<file path="src/rtl/gpio_params.svh">
`ifndef GPIO_PARAMS_SVH
`define GPIO_PARAMS_SVH

// ****************************************************************
// bank register layout
// ****************************************************************
`define GPIO_PINS_PER_BANK 8
`define GPIO_BANK_COUNT 2
`define GPIO_PIN_COUNT 16
`define GPIO_MODE_LSB 24
`define GPIO_DIR_LSB 16
`define GPIO_SF_LSB 8
`define GPIO_DATA_LSB 0

// ****************************************************************
// board pin positions in the second bank
// ****************************************************************
`define GPIO_LED_BIT 6
`define GPIO_BUTTON_BIT 5

// ****************************************************************
// reset values
// ****************************************************************
`define GPIO_BANK_A_RESET 32'h00000000
`define GPIO_BANK_C_RESET 32'h00400040
// pin drive groups {out, oe}; must repeat the bank reset words
`define GPIO_DRIVE_A_RESET 16'h0000
`define GPIO_DRIVE_C_RESET 16'h4040
`define GPIO_LED_RESET 1'h1

`endif

</file>
<file path="src/rtl/gpio_pkg.sv">
`default_nettype none
package gpio_pkg;
	// per-bank register fields
	typedef struct packed {
		logic [7:0] mode;
		logic [7:0] dir;
		logic [7:0] sf;
		logic [7:0] data;
	} bank_reg_s;

	// register write strobe with data
	typedef struct packed {
		logic wr_a;
		logic wr_c;
		logic [31:0] wdata;
	} bank_wr_s;

	// pin group, two signals per pin
	typedef struct packed {
		logic [7:0] out;
		logic [7:0] oe;
	} pin_drive_s;
endpackage
`default_nettype wire

</file>
<file path="src/rtl/gpio_sync.sv">
`timescale 1ns/1ns
`default_nettype none

// ****************************************************************
// two-flop level synchroniser
// ****************************************************************
module gpio_sync #(
	parameter int WIDTH = 8
) (
	input wire logic clk,
	input wire logic reset_n,
	input wire logic [WIDTH-1:0] d,
	output logic [WIDTH-1:0] q
);
	logic [WIDTH-1:0] meta_ff;
	logic [WIDTH-1:0] sync_ff;
	logic [WIDTH-1:0] nxt_meta;
	logic [WIDTH-1:0] nxt_sync;

	// at least one bit to carry
	if (WIDTH < 1) begin : bad_width
		$error("synchroniser needs at least one bit");
	end

	// first stage is read only by the second
	always_comb begin
		nxt_meta = d;
		nxt_sync = meta_ff;
	end

	// registers only
	always_ff @(posedge clk or negedge reset_n) begin
		if (!reset_n) begin
			meta_ff <= '0;
			sync_ff <= '0;
		end else begin
			meta_ff <= nxt_meta;
			sync_ff <= nxt_sync;
		end
	end

	assign q = sync_ff;
endmodule

`default_nettype wire

</file>
<file path="src/rtl/dual_bank_gpio_port.sv">
`timescale 1ns/1ns
`default_nettype none
`include "gpio_params.svh"

module dual_bank_gpio_port #(
	parameter int PINS_PER_BANK = `GPIO_PINS_PER_BANK
) (
	input wire logic clk,
	input wire logic reset_n,
	input wire gpio_pkg::bank_wr_s bank_wr,
	output logic [31:0] gpio_bank_a,
	output logic [31:0] gpio_bank_c,
	input wire logic [7:0] pin_a_in,
	output gpio_pkg::pin_drive_s pin_a,
	input wire logic [7:0] pin_c_in,
	output gpio_pkg::pin_drive_s pin_c,
	output logic [7:0] special_c,
	output logic led_pin,
	output logic button_pressed
);
	// types for register words and pin groups
	import gpio_pkg::*;

	// ****************************************************************
	// elaboration check
	// ****************************************************************
	// refuse a bank width that the packed register layout cannot hold
	if (PINS_PER_BANK != `GPIO_PINS_PER_BANK) begin : bad_width
		$error("only eight pins per bank are supported");
	end

	// sixteen pins in total across the banks
	if (`GPIO_BANK_COUNT * PINS_PER_BANK != `GPIO_PIN_COUNT) begin : bad_count
		$error("bank count and bank width do not give the pin total");
	end

	// field positions must match the packed word
	if (`GPIO_MODE_LSB != `GPIO_DIR_LSB + PINS_PER_BANK) begin : bad_mode_lsb
		$error("mode field must sit above the direction field");
	end
	if (`GPIO_DIR_LSB != `GPIO_SF_LSB + PINS_PER_BANK) begin : bad_dir_lsb
		$error("direction field must sit above the special function field");
	end
	if (`GPIO_SF_LSB != `GPIO_DATA_LSB + PINS_PER_BANK) begin : bad_sf_lsb
		$error("special function field must sit above the data field");
	end
	if (`GPIO_DATA_LSB != 32'h0) begin : bad_data_lsb
		$error("data field must start at bit zero");
	end

	// board pins must be distinct pins of one bank
	if (`GPIO_LED_BIT >= PINS_PER_BANK) begin : bad_led_bit
		$error("led pin lies outside the bank");
	end
	if (`GPIO_BUTTON_BIT >= PINS_PER_BANK) begin : bad_button_bit
		$error("button pin lies outside the bank");
	end
	if (`GPIO_LED_BIT == `GPIO_BUTTON_BIT) begin : bad_board_pins
		$error("led and button cannot share a pin");
	end

	// bank A reset word may not carry special function bits
	if (((`GPIO_BANK_A_RESET >> `GPIO_SF_LSB) & 32'hFF) != 32'h0) begin : bad_a_reset
		$error("bank A reset word sets special function bits");
	end

	// drive reset words must repeat the data bytes of the bank reset words
	if (((`GPIO_DRIVE_A_RESET >> PINS_PER_BANK) != (`GPIO_BANK_A_RESET & 32'hFF)) ||
		((`GPIO_DRIVE_C_RESET >> PINS_PER_BANK) != (`GPIO_BANK_C_RESET & 32'hFF))) begin : bad_drv
		$error("drive reset values disagree with the bank reset words");
	end

	// ****************************************************************
	// helpers
	// ****************************************************************
	// pin drives only when plain output: mode 0, dir 1, sf 0
	function automatic logic [7:0] out_en(input bank_reg_s r);
		out_en = ~r.mode & r.dir & ~r.sf;
	endfunction

	// split a written word into fields; bank A has no special function bits
	function automatic bank_reg_s unpack_word(input logic [31:0] word, input logic has_sf);
		bank_reg_s r;
		r.mode = word[`GPIO_MODE_LSB +: `GPIO_PINS_PER_BANK];
		r.dir = word[`GPIO_DIR_LSB +: `GPIO_PINS_PER_BANK];
		r.sf = has_sf ? word[`GPIO_SF_LSB +: `GPIO_PINS_PER_BANK] : 8'h00;
		r.data = word[`GPIO_DATA_LSB +: `GPIO_PINS_PER_BANK];
		unpack_word = r;
	endfunction

	// levels arrive two edges late through the synchroniser
	// read word: config as stored, data bits show synchronised pin level
	function automatic logic [31:0] read_word(input bank_reg_s r, input logic [7:0] lvl);
		bank_reg_s w;
		w = r;
		w.data = lvl;
		read_word = w;
	endfunction

	// ****************************************************************
	// input synchronisers
	// ****************************************************************
	logic [`GPIO_BANK_COUNT*PINS_PER_BANK-1:0] pins_raw;
	logic [`GPIO_BANK_COUNT*PINS_PER_BANK-1:0] pins_sync;
	logic [7:0] sync_a;
	logic [7:0] sync_c;

	// bank C in the upper half, bank A in the lower half
	assign pins_raw = {pin_c_in, pin_a_in};

	// both banks pass two flops before any read
	gpio_sync #(.WIDTH(`GPIO_BANK_COUNT * PINS_PER_BANK)) u_sync (
		.clk(clk),
		.reset_n(reset_n),
		.d(pins_raw),
		.q(pins_sync)
	);

	// split the synchronised word back into banks
	assign sync_a = pins_sync[7:0];
	assign sync_c = pins_sync[15:8];

	// ****************************************************************
	// bank registers
	// ****************************************************************
	// stored words and their next values
	bank_reg_s bank_a_ff;
	bank_reg_s bank_c_ff;
	bank_reg_s nxt_bank_a;
	bank_reg_s nxt_bank_c;

	// whole-word writes
	always_comb begin
		nxt_bank_a = bank_a_ff;
		nxt_bank_c = bank_c_ff;
		// both strobes may be high together; the banks never share bits
		if (bank_wr.wr_a) begin
			nxt_bank_a = unpack_word(bank_wr.wdata, 1'h0); // bank A has no sf bits
		end
		if (bank_wr.wr_c) begin
			nxt_bank_c = unpack_word(bank_wr.wdata, 1'h1);
		end
	end

	// registers only; bank C resets with LED pin as lit output
	always_ff @(posedge clk or negedge reset_n) begin
		if (!reset_n) begin
			bank_a_ff <= `GPIO_BANK_A_RESET;
			bank_c_ff <= `GPIO_BANK_C_RESET;
		end else begin
			bank_a_ff <= nxt_bank_a;
			bank_c_ff <= nxt_bank_c;
		end
	end

	// ****************************************************************
	// pin drive and read-back
	// ****************************************************************
	// drive flops and their next values
	pin_drive_s drive_a_ff;
	pin_drive_s drive_c_ff;
	pin_drive_s nxt_drive_a;
	pin_drive_s nxt_drive_c;
	logic led_ff;
	logic nxt_led;

	// enables decoded from next register values, in step with the data bits;
	// a decode of live flops could glitch a driver on for a moment when one
	// write changes mode and direction together
	always_comb begin
		nxt_drive_a.out = nxt_bank_a.data;
		nxt_drive_a.oe = out_en(nxt_bank_a);
		nxt_drive_c.out = nxt_bank_c.data;
		nxt_drive_c.oe = out_en(nxt_bank_c);
		nxt_led = nxt_drive_c.oe[`GPIO_LED_BIT] & nxt_drive_c.out[`GPIO_LED_BIT];
	end

	// registers only; reset values agree with the bank reset words
	always_ff @(posedge clk or negedge reset_n) begin
		if (!reset_n) begin
			drive_a_ff <= `GPIO_DRIVE_A_RESET;
			drive_c_ff <= `GPIO_DRIVE_C_RESET;
			led_ff <= `GPIO_LED_RESET;
		end else begin
			drive_a_ff <= nxt_drive_a;
			drive_c_ff <= nxt_drive_c;
			led_ff <= nxt_led;
		end
	end

	// pins follow the drive flops
	assign pin_a = drive_a_ff;
	assign pin_c = drive_c_ff;
	// special function bits for the alternate function mux outside
	assign special_c = bank_c_ff.sf;

	// ****************************************************************
	// read-back
	// ****************************************************************
	// outputs read back their own pin level, not the stored data bit
	// read words carry synchronised levels
	assign gpio_bank_a = read_word(bank_a_ff, sync_a);
	assign gpio_bank_c = read_word(bank_c_ff, sync_c);

	// ****************************************************************
	// board pins
	// ****************************************************************
	// led lit on high level while configured as output
	assign led_pin = led_ff;
	// button reads low when pressed
	// flag shows pressed in reset: sync flops start at zero for two edges
	assign button_pressed = ~sync_c[`GPIO_BUTTON_BIT];
endmodule

`default_nettype wire

</file>
<file path="config.mk">
export PLATFORM = sky130hd
export DESIGN_NAME = dual_bank_gpio_port
export DESIGN_NICKNAME = d
export VERILOG_FILES = /design/src/rtl/gpio_pkg.sv /design/src/rtl/gpio_sync.sv /design/src/rtl/dual_bank_gpio_port.sv
export VERILOG_INCLUDE_DIRS = /design/src /design/src/rtl
export SDC_FILE = /design/constraint.sdc
export NUM_CORES = 1
export LEC_CHECK = 0
export BUFFER_PORTS_ARGS = -buffer_cell sky130_fd_sc_hd__buf_2
export CAP_MARGIN = 10
export CORE_MARGIN = 2
export CORE_UTILIZATION = 25
export CTS_CLUSTER_DIAMETER = 40
export DETAILED_ROUTE_END_ITERATION = 8
export PLACE_DENSITY = 0.5
export SLEW_MARGIN = 20
export SYNTH_ARGS = -nofsm -noshare
export SYNTH_HDL_FRONTEND = slang
export SYNTH_SLANG_ARGS = --single-unit
</file>
<file path="constraint.sdc">
create_clock -name clk -period 2.1 [get_ports clk]
set_input_delay 0.42 -clock clk [delete_from_list [all_inputs] [get_ports clk]]
set_output_delay 0.42 -clock clk [all_outputs]
set_load 0.1 [all_outputs]
</file>
# == Word level (Yosys, flattened, before mapping) ==
# Cells that the tools add are included.
# totals
regBits,113
output_inout_bits,106
word_cells,26
# classes
mux,2
bitwise_logic,10
# ops
cell,n
$mux 32,2
$and 8x8->8,4
$not 8->8,4
$and 1x1->1,1
$not 1->1,1

# == Depth between registers and ports, before layout ==
# Gate-level depths: netlist of run 1.
# depth
word_depth,5
ltp_mapped,4
ltp_nobuf,2

# == By module ==
# A second synthesis of run 1 with hierarchy kept.
# hier_totals
hier_cells,213
hier_area_um2,3877.5
# modules_own_cells
mod,instances,cells_each,area_per_inst_um2,seq_area_each_um2
dual_bank_gpio_port,1,181,3076.7,2031.9
gpio_sync,1,32,800.8,800.8

# == Worst setup path before layout of run 1 ==
# OpenSTA, ideal clock, no wires.
# synth_path
kind,reg-to-output
from,"register u_sync.sync_ff[13], in the netlist u_sync.q[13]"
to,output port button_pressed
arrival_time_ns,1.562
required_time_ns,1.680
path_slack_ns,0.118
path_stages_with_launch,2
n_path_buf,0
cell_sequence,dfrtp_1 > inv_1
# synth_between
elab_chain_len,1
# synth_lines
item,line,text
"start, declared",gpio_sync.sv:16,logic [WIDTH-1:0] sync_ff;
"start signal, assigned",gpio_sync.sv:38,sync_ff <= nxt_sync;
$not 1->1,dual_bank_gpio_port.sv:212,assign button_pressed = ~sync_c[`GPIO_BUTTON_BIT];
"end, declared",dual_bank_gpio_port.sv:19,output logic button_pressed
# Every way passes these cells.

# == Worst setup path after layout of run 1 ==
# layout_path
from,register bank_c_ff (netlist bit gpio_bank_c[22])
to,output port gpio_bank_c[22]
# layout_rtl
item,line,text
"start, declared",dual_bank_gpio_port.sv:128,bank_reg_s bank_c_ff;
"start signal, assigned",dual_bank_gpio_port.sv:149,bank_c_ff <= `GPIO_BANK_C_RESET;
"start signal, assigned",dual_bank_gpio_port.sv:152,bank_c_ff <= nxt_bank_c;
"end, declared",dual_bank_gpio_port.sv:12,"output logic [31:0] gpio_bank_c,"
# No word-level cell between the ends.

==> qor.yml, run 1 <==
grt:
  overflow: 0
  use_met3: 0.0611
  use_met2: 0.171
  grt_pass1_vias: 2501
  grt_pass1_wl_mm: 13.5
  grt_max_degree: 45
  top_usage_layer: "met2"
  track_usage: 0.111
  antenna_found_initial: 0
  grtUsageMet1: 0.130
sta:
  worst_hold_slack_ns: 0.122
  rsz0062_at_grt: "false"
  fmax_ghz: 0.563
  final_hold_viol_count: 0
  slew_viol_final: 0
  setup_viol: 0
  post-route-min-period_ns: 1.78
  min_period_over_period: 0.846
  relSlewSlack: 0.652
  setup-tns-final_ns: 0
  tightest_slew_ns: 0.525
  skew_ns: 0.00382
logic_synthesis:
  syn_area_per_cell_um2: 18.2
  syn_inst: 213
  ys_seq_elements: 113
  yosys_warnings: 0
  ys_seq_area_frac: 0.729
  syn-num-nets: 265
  syn_area_um2: 3890
  synth.distinct_cells: 14
worst_setup_path:
  critPathRequiredTime_ns: 1.68
  critPathBufInv: 1
  critPathKind: "register to output pin"
  cp_top_family: "flip-flops"
  cp-end-kind: "output pin"
  r2r-start: "gpio_bank_c[22]"
  crit_chain: "buf_2"
  cp.arrival_ns: 1.36
  cp_max_fo: 3
  r2r_setup_slack_ns: 0.90
  r2r_end: "led_pin"
  critical-path-slowest-cell: "dfstp_2"
  reg2regPathDepth: 2
  crit_path_start_kind: "register"
  crit_path_max_incr_delay_ns: 0.53
placed_design:
  dp.cells: 547
  io_buffer_count: 157
  place_congestion: 0.709
  dp.final_hpwl_mm: 6.22
pwr:
  clkPwrFrac: 0.423
  switching_share: 0.346
  p_per_area_nw_per_um2: 1320
  p_total_mw: 7.30
  p_switching_mw: 2.52
  ir_worst_vdd_uv: 497
  p_seq_frac: 0.332
  leakage_nw: 2.68
  internal_power_mw: 4.77
  pwr-share-comb: 0.244
floorplan:
  start_util: 0.256
  die_h_um: 129
  dieArea_um2: 16600
  die_x_um: 129
  core_um2: 15200
  ioPinCount: 158
  rows: 45
final_layout:
  fillCellCount: 1530
  fin_cells: 580
  nNetsFinal: 431
  num_antenna_cells: 0
  final_util: 0.362
  drive_above_1_share: 0.681
  area_growth_pct: 41.8
  final_cell_mix: "156 x buf_2, 109 x dfrtp_1, 54 x mux2_2"
  layout.cells.most_common: "buf_2"
drt:
  wl_mm: 8.57
  routed_via_density: 4.02
  antenna_left: 0
  dr.first_iter.drc_count: 79
  vias: 2334
  first_pass_iters: 3
  drc: 0
  wl_per_cell_um: 14.8
min_path:
  min_to: "u_sync.meta_ff[9]"
  hold_path_depth: 1
  hp-start: "pin_c_in[1]"
  hp-class: "primary input to register"
flow_run:
  cap_violations: 0
cts:
  cts_made_buffers: 17
  cts_tree: "yes"
  clock-sinks: 113
  path_clk_slew_ns: 0.05
  clock_latency_ns: 0.40
  cts_max_level: 4
  cts_root_buf: "clkbuf_16"
  cts_buffer_depth: 2
status:
  status: "finished clean"
power by group through the flow:
| stage | clock, mW | combinational, mW | sequential [mW] |
|---|---|---|---|
| finish | 3.09 | 1.78 | 2.43 |
| global route | 3.29 | 1.85 | 2.45 |
| CTS | 3.18 | 1.80 | 2.43 |
| detailed placement | 0 | 1.80 | 2.47 |
| global placement | 0 | 1.79 | 2.46 |
| floorplan | 0 | 0.348 | 3.59 |
how the worst max path moves through the flow:
stage / start / endpoint / slack, ns / cells past startpoint
after floorplan: u_sync.q[13] / button_pressed / 0.12 / 1
after global placement: bank_wr[32] / led_pin / 0.55 / 4
after detailed placement: bank_wr[32] / led_pin / 0.52 / 4
after CTS: gpio_bank_c[22] / gpio_bank_c[22] / 0.29 / 1
after global routing: gpio_bank_c[22] / gpio_bank_c[22] / 0.27 / 1
final: gpio_bank_c[22] / gpio_bank_c[22] / 0.32 / 1
cell type report:
| cell class | count | area (um2) | share of cell area |
|---|---|---|---|
| clock inverter | 10 | 183 | 0.0332 |
| timing repair buffer | 163 | 886 | 0.161 |
| inverter | 1 | 3.75 | 0.000681 |
| multi-input combinational | 83 | 916 | 0.166 |
| clock buffer | 22 | 454 | 0.0824 |
| tap | 188 | 235 | 0.0427 |
| sequential | 113 | 2830 | 0.514 |
cells in the mapped netlist:
cell | instances | area [um2]
buf_4 | 9 | 67.6
dfrtp_1 | 109 | 2730
mux2_4 | 2 | 30.0
buf_6 | 5 | 56.3
nand4bb_1 | 1 | 11.3
nor2b_1 | 8 | 50.1
nor3b_2 | 15 | 188
dfstp_2 | 4 | 105
or4b_4 | 1 | 13.8
mux2_2 | 54 | 608
a21boi_2 | 1 | 11.3
nand2_1 | 1 | 3.75
buf_2 | 2 | 10.0
inv_1 | 1 | 3.75
state kept, by name (all words and copies together) (netlist names):
| register | cells |
|---|---|
| gpio_bank_a | 24 |
| gpio_bank_c | 16 |
| pin_a | 16 |
| pin_c | 16 |
| u_sync.meta_ff | 16 |
| u_sync.q | 16 |
| special_c | 8 |
| led_pin | 1 |
layer usage:
metal,up-vias,share of wire
met5,-,0
met4,0,0.010
met3,8,0.087
met2,93,0.49
met1,1180,0.41
li1,1053,-
through the flow:
step                      instance area, um2  setup WS [ns]
after floorplan                         3890          0.118
after global placement                  4860          0.547
after detailed placement                4860          0.516
after CTS                               5510          0.293
after global routing                    5510          0.269
final                                   5510          0.323
what timing repair did:
item,in CTS,in global routing
hold buffers,1,0
gates resized for setup,0,0
endpoints found under the hold margin,28,0
setup buffers,0,0
endpoints found under the setup margin,0,0
logic make-up after synthesis:
logic type             share of synthesized area
multiplexers                               0.164
buffers and inverters                     0.0354
AND/OR/NAND/NOR                           0.0686
AO/OA/AOI/OAI                            0.00290
flip-flops                                 0.729
No activity file was read; power rests on OpenSTA's default activity.
==> run 2, diff against run 1 <==
- ABC_AREA: not set -> 1
- PLACE_DENSITY: 0.5 -> 0.51
- clock period: 2.1 -> 1.45 ns (I/O delays scaled with it)
==> run 2 against run 1 <==
Compared with the run above: setup slack worse by 0.30 ns; register-to-register slack got worse by 0.49 ns; sequential share of layout area decreased by 5.1 points; clock-buffer cell count rose by 5; clock skew up 0.0011 ns; synthesized cell count is 72% higher; first-iteration DRC count is 52% higher; largest cell class unchanged; routed wire length rose by 24%; sequential power increased by 45%; critical endpoint unchanged; global-route usage is 2.2 points higher.
==> qor.yml, run 2 <==
placed_design:
  dp.cells: 729  # +33%
  place_congestion: 0.798  # +13%
  place_ws_ns: 0.203  # -0.313 ns
  dp.final_hpwl_mm: 7.85  # +26%
  io_buffer_count: 157  # unchanged
  placed_area_um2: 5140  # +5.8%
floorplan:
  start_util: 0.253  # -0.00313
  ioPinCount: 158  # unchanged
  rows: 46  # +2.2%
  core_um2: 15700  # +3.4%
  die_x_um: 130  # +1.0%
  die_h_um: 130  # +1.0%
  dieArea_um2: 16900  # +2.0%
drt:
  routed_via_density: 3.97  # -1.3%
  wl_mm: 10.6  # +24%
  dr.first_iter.drc_count: 120  # +52%
  first_pass_iters: 4  # +1
  wl_per_cell_um: 13.6  # -7.6%
  vias: 3095  # +33%
  antenna_left: 0  # unchanged
  drc: 0  # unchanged
worst_setup_path:
  crit_chain: "buf_12"
  cp_max_fo: 2  # -1
  cp.arrival_ns: 1.14  # -0.22 ns
  crit_path_max_incr_delay_ns: 0.55  # +0.02 ns
  cp-end-kind: "output pin"
  critical-path-slowest-cell: "dfstp_2"
  critPathKind: "register to output pin"
  critPathBufInv: 1  # unchanged
  crit_path_start_kind: "register"
  critPathRequiredTime_ns: 1.16  # -0.52 ns
  r2r_end: "led_pin"
  reg2regPathDepth: 5  # +3
  r2r_setup_slack_ns: 0.41  # -0.49 ns
  r2r-start: "gpio_bank_c[22]"
  cp_top_family: "flip-flops"
logic_synthesis:
  synth.most_common_cell: "nand2_1"
  yosys.area.top_type_share: 0.687  # -0.0144
  yosys_warnings: 0  # unchanged
  yosysTopAreaCell: "dfrtp_1"
  syn-num-nets: 418  # +58%
  ys.flop_type: "dfrtp_1"
  synth_common_cells: "123 x nand2_1, 109 x dfrtp_1, 51 x inv_1"
  synth.distinct_cells: 21  # +7
  syn_inst: 366  # +72%
  ys_top_cells_by_area: "dfrtp_1 69%, nand2_1 12%, inv_1 4.8%"
  ys_seq_area_frac: 0.714  # -0.0149
  synth_edf_count: 0  # unchanged
  ys_seq_elements: 113  # unchanged
  syn_area_um2: 3970  # +2.1%
  async_reset_ff_frac: 1.00  # unchanged
  syn_area_per_cell_um2: 10.8  # -41%
sta:
  fmax_ghz: 0.701
  min_period_over_period: 0.983
  skew_ns: 0.00494  # +0.00112 ns
  setup-tns-final_ns: 0  # unchanged
  setup_viol: 0  # unchanged
  slew_viol_final: 0  # unchanged
  rsz0062_at_grt: "true"
  tightest_slew_ns: 0.304  # -0.221 ns
  relSlewSlack: 0.798  # +0.146
  post-route-min-period_ns: 1.43
  layout_setup_ws_ns: 0.0245  # -0.299 ns
  final_hold_viol_count: 0  # unchanged
pwr:
  clkPwrFrac: 0.392  # -0.031
  pwr-share-comb: 0.259  # +0.015
  leakage_nw: 3.25  # +21%
  p_switching_mw: 3.54  # +40%
  ir_worst_vdd_uv: 671  # +35%
  internal_power_mw: 6.54  # +37%
  p_seq_frac: 0.349  # +0.017
  p_per_area_nw_per_um2: 1640  # +24%
  switching_share: 0.351  # +0.00516
  p_total_mw: 10.1  # +38%
cts:
  cts_made_buffers: 17  # unchanged
  cts_root_buf: "clkbuf_16"
  cts_max_level: 4  # unchanged
  cts_buffer_depth: 2  # unchanged
  cts_tree: "yes"
  path_clk_slew_ns: 0.05  # about the same
  clock-sinks: 113  # unchanged
  clock_latency_ns: 0.40  # about the same
grt:
  antenna_found_initial: 0  # unchanged
  grt_max_degree: 41  # -8.9%
  grt_pass1_wl_mm: 16.4  # +21%
  overflow: 0  # unchanged
  grt_pass1_vias: 3098  # +24%
  track_usage: 0.133  # +0.0219
final_layout:
  layout.cells.most_common: "nand2_1"
  area_growth_pct: 54.8
  stdcell_area_um2: 6140  # +11%
  fillCellCount: 1570  # +2.6%
  final_cell_mix: "123 x nand2_1, 106 x buf_4, 100 x dfrtp_1"
  drive_above_1_share: 0.393  # -0.289
  largest_reg_flops: 24  # unchanged
  nNetsFinal: 603  # +40%
  num_antenna_cells: 0  # unchanged
  fin_cells: 779  # +34%
min_path:
  hold_path_depth: 3  # +2
  min_to: "pin_c[15]"
  hp-class: "primary input to register"
  hp-start: "bank_wr[7]"
status:
  status: "finished clean"
flow_run:
  cap_violations: 0  # unchanged
## run 2: cell type report
class                           instances  area (um2)  area share
Sequential cell                       113        2840       0.463
Timing Repair Buffer                  187        1480       0.242
Multi-Input combinational cell        179         768       0.125
Clock buffer                           27         523      0.0851
Tap cell                              216         270      0.0440
Inverter                               53         205      0.0334
Clock inverter                          4        47.5     0.00774
## run 2: kinds of logic (layout without fill, tap and decap cells)
family / Yosys count / after routing / synth area share
compound gates: 35 / 35 / 0.0542
buf+inv: 74 / 271 / 0.0924
flops: 113 / 113 / 0.714
simple gates: 144 / 144 / 0.139
## run 2: routing by layer
metal | part of all wire | global-route usage
met1 | 0.42 | 0.161
met5 | 0 | 0
met4 | 0.035 | 0.0841
met3 | 0.059 | 0.0435
met2 | 0.48 | 0.205
## run 2: power groups by stage
stage	logic [mW]	clock network, mW	registers, mW
floorplan	0.451	0	5.01
global placement	2.45	0	3.56
detailed placement	2.46	0	3.56
CTS	2.62	4.06	3.52
global route	2.71	4.24	3.54
finish	2.61	3.95	3.52
## run 2: repair_timing
action | CTS | global route
buffers inserted | 1 | 1
endpoints found under the hold margin | 29 | 0
setup endpoints to repair | 98 | 6
hold buffers | 17 | 0
resized for setup | 94 | 5
## run 2: worst max path at each step
stage	depth (start not counted)	from	slack [ns]	endpoint
after floorplan	1	u_sync.q[13]	-0.11	button_pressed
after global placement	6	bank_wr[32]	0.25	led_pin
after detailed placement	6	bank_wr[32]	0.20	led_pin
after CTS	1	special_c[3]	-0.09	special_c[3]
final	1	gpio_bank_c[22]	0.02	gpio_bank_c[22]
after global routing	1	gpio_bank_c[22]	-0.02	gpio_bank_c[22]
## run 2: stage by stage
| step | utilization | hold WS (ns) |
|---|---|---|
| after floorplan | - | -0.00559 |
| after global placement | 0.327 | 0.184 |
| after detailed placement | 0.327 | 0.183 |
| after CTS | 0.390 | 0.0852 |
| after global routing | 0.391 | 0.100 |
| final | 0.391 | 0.105 |
